<file path="config.mk">
export PLATFORM = sky130hd
export DESIGN_NAME = sfp_param_read
export DESIGN_NICKNAME = d
export VERILOG_FILES = /design/src/core/sfp_pkg.sv /design/src/core/sfp_sync.sv /design/src/core/sfp_rom.sv /design/src/core/sfp_param_read.sv
export VERILOG_INCLUDE_DIRS = /design/src /design/src/core
export SDC_FILE = /design/constraint.sdc
export NUM_CORES = 1
export LEC_CHECK = 0
export BUFFER_PORTS_ARGS = -buffer_cell sky130_fd_sc_hd__buf_2
export CAP_MARGIN = 20
export CORE_ASPECT_RATIO = 0.5
export CORE_MARGIN = 8
export CORE_UTILIZATION = 39
export DETAILED_ROUTE_END_ITERATION = 16
export HOLD_SLACK_MARGIN = 0.06
export PLACE_DENSITY_LB_ADDON = 0.1
export SLEW_MARGIN = 20
export SYNTH_ARGS = -nofsm -noshare
export SYNTH_HDL_FRONTEND = slang
export SYNTH_SLANG_ARGS = --single-unit
</file>
<file path="constraint.sdc">
create_clock -name core_clk_i -period 3.3 [get_ports core_clk_i]
set_input_delay 0 -clock core_clk_i [delete_from_list [all_inputs] [get_ports core_clk_i]]
set_output_delay 0 -clock core_clk_i [all_outputs]
set_load 0.03 [all_outputs]
</file>
<file path="src/core/sfp_cfg.svh">
`ifndef SFP_CFG_SVH
`define SFP_CFG_SVH

// Command framing
`define SFP_OPC_PARAM_READ 8'h5a
`define SFP_ADDR_BYTES 3'd3
`define SFP_DUMMY_BYTES 3'd1
`define SFP_BLANK_BYTE 8'hff

// Signature and header
`define SFP_SIG_WORD 32'h50444653
`define SFP_HDR_MINOR 8'h00
`define SFP_HDR_MAJOR 8'h01
`define SFP_NUM_HDRS 8'h01
`define SFP_TBL0_ID 8'h00
`define SFP_TBL_MINOR 8'h00
`define SFP_TBL_MAJOR 8'h01
`define SFP_TBL0_LEN 8'h09
`define SFP_TBL0_PTR 24'h000030
`define SFP_TBL1_LEN 8'h04
`define SFP_TBL1_PTR 24'h000060

// Standard flash table bytes
`define SFP_B30_ERASE_CAPS 8'he5
`define SFP_B31_ERASE4K_OPC 8'h20
`define SFP_B32_FREAD_CAPS 8'h81
`define SFP_DENSITY_WORD 32'h007fffff
`define SFP_B3C_DUAL_WAIT 8'h08
`define SFP_B3D_DUAL_OPC 8'h3b
`define SFP_NOSUP_WAIT 8'h00
`define SFP_B40_MULTI_CAPS 8'hee
`define SFP_SECT1_SIZE 8'h0c
`define SFP_SECT1_OPC 8'h20
`define SFP_SECT2_SIZE 8'h10
`define SFP_SECT2_OPC 8'hd8
`define SFP_SECT_ABSENT 8'h00

// Vendor table
`define SFP_VCC_MAX 16'h3600
`define SFP_VCC_MIN 16'h2700
`define SFP_FEAT_WORD 16'h4ff6
`define SFP_LOCK_WORD 16'hcffe

`endif

</file>
<file path="src/core/sfp_pkg.sv">
package sfp_pkg;
   typedef enum logic [4:0] {
      SFP_IDLE = 5'b00001,
      SFP_OPC = 5'b00010,
      SFP_ADDR = 5'b00100,
      SFP_DUMMY = 5'b01000,
      SFP_DATA = 5'b10000
   } sfp_state_t;
endpackage : sfp_pkg

</file>
<file path="src/core/sfp_sync.sv">
`timescale 1ns/100ps
`default_nettype none
module sfp_sync #(
   parameter int WIDTH = 3
) (
   // Clock and reset
   input wire logic core_clk_i,
   input wire logic srst_i,
   // Async in, synced out
   input wire logic [WIDTH-1:0] async_i,
   input wire logic [WIDTH-1:0] rst_val_i,
   output logic [WIDTH-1:0] sync_o
);
   logic [WIDTH-1:0] meta;

   always_ff @(posedge core_clk_i) begin
      if (srst_i) begin
         meta <= rst_val_i;
         sync_o <= rst_val_i;
      end else begin
         meta <= async_i;
         sync_o <= meta;
      end
   end
endmodule : sfp_sync
`default_nettype wire

</file>
<file path="src/core/sfp_rom.sv">
`timescale 1ns/100ps
`default_nettype none
`include "sfp_cfg.svh"
module sfp_rom
   import sfp_pkg::*;
#(
   parameter logic [7:0] VENDOR_ID = 8'h5c // Arbitrary value
) (
   // Lookup
   input wire logic [23:0] addr_i,
   output logic [7:0] data_o
);
   localparam logic [31:0] SIG = `SFP_SIG_WORD;
   localparam logic [31:0] DEN = `SFP_DENSITY_WORD;
   localparam logic [23:0] P0 = `SFP_TBL0_PTR;
   localparam logic [23:0] P1 = `SFP_TBL1_PTR;
   localparam logic [15:0] VMAX = `SFP_VCC_MAX;
   localparam logic [15:0] VMIN = `SFP_VCC_MIN;
   localparam logic [15:0] FEAT = `SFP_FEAT_WORD;
   localparam logic [15:0] LOCK = `SFP_LOCK_WORD;

   always_comb begin
      data_o = `SFP_BLANK_BYTE;
      if (addr_i[23:8] == 16'h0000) begin
         case (addr_i[7:0])
            8'h00: data_o = SIG[7:0];
            8'h01: data_o = SIG[15:8];
            8'h02: data_o = SIG[23:16];
            8'h03: data_o = SIG[31:24];
            8'h04: data_o = `SFP_HDR_MINOR;
            8'h05: data_o = `SFP_HDR_MAJOR;
            8'h06: data_o = `SFP_NUM_HDRS;
            8'h08: data_o = `SFP_TBL0_ID;
            8'h09: data_o = `SFP_TBL_MINOR;
            8'h0a: data_o = `SFP_TBL_MAJOR;
            8'h0b: data_o = `SFP_TBL0_LEN;
            8'h0c: data_o = P0[7:0];
            8'h0d: data_o = P0[15:8];
            8'h0e: data_o = P0[23:16];
            8'h10: data_o = VENDOR_ID;
            8'h11: data_o = `SFP_TBL_MINOR;
            8'h12: data_o = `SFP_TBL_MAJOR;
            8'h13: data_o = `SFP_TBL1_LEN;
            8'h14: data_o = P1[7:0];
            8'h15: data_o = P1[15:8];
            8'h16: data_o = P1[23:16];
            8'h30: data_o = `SFP_B30_ERASE_CAPS;
            8'h31: data_o = `SFP_B31_ERASE4K_OPC;
            8'h32: data_o = `SFP_B32_FREAD_CAPS;
            8'h34: data_o = DEN[7:0];
            8'h35: data_o = DEN[15:8];
            8'h36: data_o = DEN[23:16];
            8'h37: data_o = DEN[31:24];
            8'h38, 8'h3a, 8'h3e, 8'h46, 8'h4a: data_o = `SFP_NOSUP_WAIT;
            8'h3c: data_o = `SFP_B3C_DUAL_WAIT;
            8'h3d: data_o = `SFP_B3D_DUAL_OPC;
            8'h40: data_o = `SFP_B40_MULTI_CAPS;
            8'h4c: data_o = `SFP_SECT1_SIZE;
            8'h4d: data_o = `SFP_SECT1_OPC;
            8'h4e: data_o = `SFP_SECT2_SIZE;
            8'h4f: data_o = `SFP_SECT2_OPC;
            8'h50, 8'h52: data_o = `SFP_SECT_ABSENT;
            8'h60: data_o = VMAX[7:0];
            8'h61: data_o = VMAX[15:8];
            8'h62: data_o = VMIN[7:0];
            8'h63: data_o = VMIN[15:8];
            8'h64: data_o = FEAT[7:0];
            8'h65: data_o = FEAT[15:8];
            8'h68: data_o = LOCK[7:0];
            8'h69: data_o = LOCK[15:8];
            default: data_o = `SFP_BLANK_BYTE;
         endcase
      end
   end
endmodule : sfp_rom
`default_nettype wire

</file>
<file path="src/core/sfp_param_read.sv">
`timescale 1ns/100ps
`default_nettype none
`include "sfp_cfg.svh"
module sfp_param_read
   import sfp_pkg::*;
#(
   parameter logic [7:0] VENDOR_ID = 8'h5c // Arbitrary value
) (
   // Clock and reset
   input wire logic core_clk_i,
   input wire logic srst_i,
   // Serial link pins
   input wire logic sclk_i,
   input wire logic cs_n_i,
   input wire logic si_i,
   output logic so_o,
   output logic so_oe_o,
   // Status
   output logic busy_o,
   output logic bad_opcode_o
);
   logic sclk_s;
   logic cs_n_s;
   logic si_s;
   logic sclk_d;
   logic rise;
   logic fall;
   sfp_state_t state;
   logic [2:0] bit_cnt;
   logic [1:0] byte_cnt;
   logic [7:0] shift_in;
   logic [7:0] next_byte;
   logic [23:0] addr;
   logic [7:0] rom_data;
   logic [7:0] shift_out;
   logic byte_done;

   // One decode for the sequencer and the s_opc_taken/s_opc_foreign checks
   function automatic logic is_discoverable_param_read(input logic [7:0] opc);
      return opc == `SFP_OPC_PARAM_READ;
   endfunction : is_discoverable_param_read

   sfp_sync #(
      .WIDTH(3)
   ) u_sync (
      .core_clk_i(core_clk_i),
      .srst_i(srst_i),
      .async_i({sclk_i, cs_n_i, si_i}),
      .rst_val_i(3'b010),
      .sync_o({sclk_s, cs_n_s, si_s})
   );

   sfp_rom #(
      .VENDOR_ID(VENDOR_ID)
   ) u_rom (
      .addr_i(addr),
      .data_o(rom_data)
   );

   // Edge detect on the synchronised copy only
   always_ff @(posedge core_clk_i) begin
      if (srst_i) begin
         sclk_d <= 1'b0;
      end else begin
         sclk_d <= sclk_s;
      end
   end

   assign rise = sclk_s & ~sclk_d & ~cs_n_s;
   assign fall = ~sclk_s & sclk_d & ~cs_n_s;
   assign next_byte = {shift_in[6:0], si_s};
   assign byte_done = rise && (bit_cnt == 3'd7);

   // Input bit counter, sampled on rising edges
   always_ff @(posedge core_clk_i) begin
      if (srst_i || cs_n_s) begin
         bit_cnt <= 3'd0;
         shift_in <= 8'h00;
      end else if (rise) begin
         bit_cnt <= bit_cnt + 3'd1;
         shift_in <= next_byte;
      end
   end

   // Command sequencing
   always_ff @(posedge core_clk_i) begin
      if (srst_i || cs_n_s) begin
         state <= SFP_OPC;
         byte_cnt <= 2'd0;
         bad_opcode_o <= srst_i ? 1'b0 : bad_opcode_o;
      end else begin
         case (state)
            SFP_IDLE: begin
               state <= SFP_IDLE;
            end
            SFP_OPC: begin
               if (byte_done) begin
                  if (is_discoverable_param_read(next_byte)) begin
                     state <= SFP_ADDR;
                     bad_opcode_o <= 1'b0;
                  end else begin
                     state <= SFP_IDLE;
                     bad_opcode_o <= 1'b1;
                  end
               end
            end
            SFP_ADDR: begin
               if (byte_done) begin
                  if (byte_cnt == 2'(`SFP_ADDR_BYTES - 3'd1)) begin
                     byte_cnt <= 2'd0;
                     state <= SFP_DUMMY;
                  end else begin
                     byte_cnt <= byte_cnt + 2'd1;
                  end
               end
            end
            SFP_DUMMY: begin
               if (byte_done) begin
                  if (byte_cnt == 2'(`SFP_DUMMY_BYTES - 3'd1)) begin
                     state <= SFP_DATA;
                  end else begin
                     byte_cnt <= byte_cnt + 2'd1;
                  end
               end
            end
            SFP_DATA: begin
               state <= SFP_DATA;
            end
            default: begin
               state <= SFP_IDLE;
            end
         endcase
      end
   end

   // Address capture and advance
   always_ff @(posedge core_clk_i) begin
      if (srst_i) begin
         addr <= 24'h000000;
      end else if (state == SFP_ADDR && byte_done) begin
         addr <= {addr[15:0], next_byte};
      end else if (state == SFP_DATA && byte_done) begin
         addr <= addr + 24'h000001;
      end
   end

   // Output shifter: first bit appears on the falling edge ending the dummy byte
   always_ff @(posedge core_clk_i) begin
      if (srst_i || cs_n_s) begin
         shift_out <= 8'hff;
         so_o <= 1'b0;
         so_oe_o <= 1'b0;
      end else if (fall && state == SFP_DATA) begin
         so_oe_o <= 1'b1;
         if (bit_cnt == 3'd0) begin
            so_o <= rom_data[7];
            shift_out <= {rom_data[6:0], 1'b1};
         end else begin
            so_o <= shift_out[7];
            shift_out <= {shift_out[6:0], 1'b1};
         end
      end
   end

   assign busy_o = ~cs_n_s && (state != SFP_IDLE) && (state != SFP_OPC || bit_cnt != 3'd0);
endmodule : sfp_param_read
`default_nettype wire

</file>
==> flow_summary.yaml <==
run_status:
  status: "finished, final reports clean"
clocking:
  cts_buffer_depth: 2
  clk_pin_slew_ns: 0.06
  cts_tree: "yes"
  htree_num_levels: 3
  cts_sinks: 66
  clk_latency_ns: 0.33
  numCtsBuffers: 9
  root_buffer: "clkbuf_16"
drt:
  drt_iter0_drc: 551
  highest_layer: "met4"
  drt-met1-wl_mm: 6.293
  via_per_inst: 6.010
  wl_met3_um: 971
  wl_met2_mm: 5.147
  wl_mm: 12.76
  dr_total_vias: 4189
  wl_per_cell_um: 18.30
  ant_nets: 0
  route.detailed.drc: 0
  dr.pass1.iters: 7
floorplan:
  ios: 9
  start_util: 0.3995
  core-area_um2: 10150
  die_h_um: 88.11
  die_area_um2: 14110
  die_w_um: 160.2
  std_cell_rows: 26
sta:
  max_freq_ghz: 0.3149
  tightest_slew_ns: 0.8257
  fin_skew_ns: 0.007246
  hold_viol: 0
  drv_slew: 0
  hold_slack_ns: 0.1867
  finalSetupViolCount: 0
  timing.final.crit_share: 0.9623
  max_slew_margin: 0.4475
  period_minus_slack_ns: 3.176
global_routing:
  grt_max_degree: 32
  grtUsageTotal: 0.1849
  antenna_found_initial: 0
  grt_overflow: 0
  grt_pass1_wl_mm: 20.78
  first_global_vias: 3975
final_layout:
  final_common_cell: "dfxtp_1"
  drive_gt1_frac: 0.1759
  n_antenna_cell: 0
  design_area_um2: 4863
  layout_common_cells: "dfxtp_1 (64), nand2_1 (54), nor2_1 (50), buf_4 (40), a21oi_1 (31)"
  num-nets-final: 569
  area_delta_synth_final_pct: 19.93
synth:
  muxShareOfSynthArea: 0.01790
  synth_fa_ha_area_frac: 0.03703
  synth_edf_count: 1
  synth_seq_area_share: 0.3283
  synthArstFlopShare: 0
  ys_warn_count: 0
  synth_compound_area_frac: 0.2505
  avgSynthCellArea_um2: 7.783
  synth.distinct_cells: 71
  synth_nets: 538
  ys_ff_latch: 66
  synthSimpleGateAreaFrac: 0.2851
  synth_top_family_by_area: "simple AND/OR/NAND/NOR gates"
  synth_xor_area_frac: 0.02808
  synth_area_um2: 4055
  syn_inst: 521
  synth-main-ff-cell: "dfxtp_1"
worst_setup_path:
  path_cells: "ha_1 -> ha_2 -> nand4bb_4 -> or4_1 -> nand4_1 -> nand2_2 -> buf_4 -> inv_2 -> ha_2 -> inv_2 -> mux2_1 -> a211oi_2 -> a211oi_1 -> a31oi_1"
  startpoint_type: "flip-flop"
  crit_fanout: 5
  cp_slowest_cell: "or4_1"
  critPathKind: "flip-flop to flip-flop"
  arrival_ns: 3.43
  critPathMaxStageDelay_ns: 0.55
  cp-end-kind: "flip-flop"
  crit_required_ns: 3.56
pwr:
  p_per_area_nw_per_um2: 371.9
  p_leak_nw: 1.846
  ir_drop_mv: 0.2101
placed_design:
  port-buffer-count: 8
  gp_congestion: 0.9754
  dpl_cell_area_um2: 4444
  place_hpwl_mm: 9.269
min_path:
  hp-class: "input port to flip-flop"
job:
  max_cap_viol_count: 0
## cell type report
| type | instances | area [um2] |
|---|---|---|
| well taps | 140 | 175.2 |
| flip-flops and latches | 66 | 1333 |
| clock buffers | 10 | 239.0 |
| repair buffers | 53 | 401.6 |
| inverters | 18 | 68.82 |
| multi-input cells | 404 | 2581 |
| fillers | 996 | 5286 |
| clock inverters | 6 | 65.06 |
## Yosys cell counts, types with 4 or more instances
master / number / area share
or4_1: 4 / 0.0074
o21ai_1: 4 / 0.0049
nand3_1: 24 / 0.030
nor3_1: 19 / 0.023
a22oi_1: 5 / 0.0093
o22ai_1: 6 / 0.0093
o21ai_0: 19 / 0.023
xor2_1: 9 / 0.019
a211oi_1: 21 / 0.039
inv_1: 14 / 0.013
a21oi_1: 31 / 0.038
buf_2: 6 / 0.0074
nand2_1: 56 / 0.052
nand2b_1: 5 / 0.0077
dfxtp_1: 65 / 0.32
a221oi_1: 4 / 0.0086
and3_1: 5 / 0.0077
ha_1: 12 / 0.037
clkbuf_1: 23 / 0.021
nor2_1: 51 / 0.047
nand4_1: 11 / 0.017
nor2b_1: 10 / 0.015
a31oi_1: 9 / 0.014
mux2i_1: 5 / 0.012
or3_1: 4 / 0.0062
o31ai_1: 5 / 0.0093
xnor2_1: 4 / 0.0086
o221ai_1: 7 / 0.015
and4_1: 4 / 0.0086
or2_2: 5 / 0.0077
nor4_1: 14 / 0.022
## final timing paths
kind | end | startpoint | slack [ns] | cells after the start
worst min register to register | u_sync.sync_o[1]$_SDFF_PP1_ | u_sync.meta[1]$_SDFF_PP1_ | 0.41 | 1
worst max-delay path | flip-flop | bit_cnt[1]$_SDFFE_PP0P_ | 0.12 | 14
worst min-delay path | addr[1]$_SDFFE_PP0N_ | srst_i | 0.19 | 4
worst max register to register | flip-flop | bit_cnt[1]$_SDFFE_PP0P_ | 0.12 | 14
## critical path, delay by kind of cell, from the launching register on
kind / cells / cell delay [ns]
muxes: 1 / 0.34
AOI/OAI and AO/OA: 3 / 0.57
DFF: 1 / 0.33
buffers and inverters: 3 / 0.32
adders and majority gates: 3 / 0.54
and+or+nand+nor: 4 / 0.98
## kinds of logic after synthesis
logic type               after synthesis
AND/OR/NAND/NOR                      226
AO/OA/AOI/OAI                        146
flip-flops                            66
buffers and inverters                 51
XOR/XNOR                              13
adder cells (fa/ha/maj)               12
multiplexers                           7
## where the power goes
part           switching [W]  internal [W]  total [W]
combinational      0.0000223     0.0000121  0.0000344
clock               0.000361      0.000606   0.000967
sequential        0.00000385      0.000803   0.000807
## routing by layer
layer / vias up / track usage
li1: 2020 / -
met1: 1936 / 0.2480
met2: 202 / 0.2697
met3: 31 / 0.04925
met4: 0 / 0.09259
met5: - / 0
## per-stage QoR
| step | setup WS [ns] | power, W | utilization | setup TNS, ns | std cells |
|---|---|---|---|---|---|
| after floorplan | 0.03973 | 0.0008418 | - | 0 | 521 |
| final | 0.1243 | 0.001809 | 0.4792 | 0 | 697 |
| after global placement | 0.03113 | 0.0008550 | 0.4379 | 0 | 677 |
| after global routing | -0.02360 | 0.001871 | 0.4792 | -0.04183 | 697 |
| after CTS | 0.02610 | 0.001832 | 0.4710 | 0 | 696 |
| after detailed placement | -0.03247 | 0.0008543 | 0.4379 | -0.03247 | 677 |
## timing repair
item	in CTS	in global routing
hold buffers	3	0
setup endpoints to repair	1	6
endpoints found under the hold margin	3	0
pin swaps	0	4
buffers inserted	0	1
resized for setup	1	15
Power figures use the tool's default switching activity.
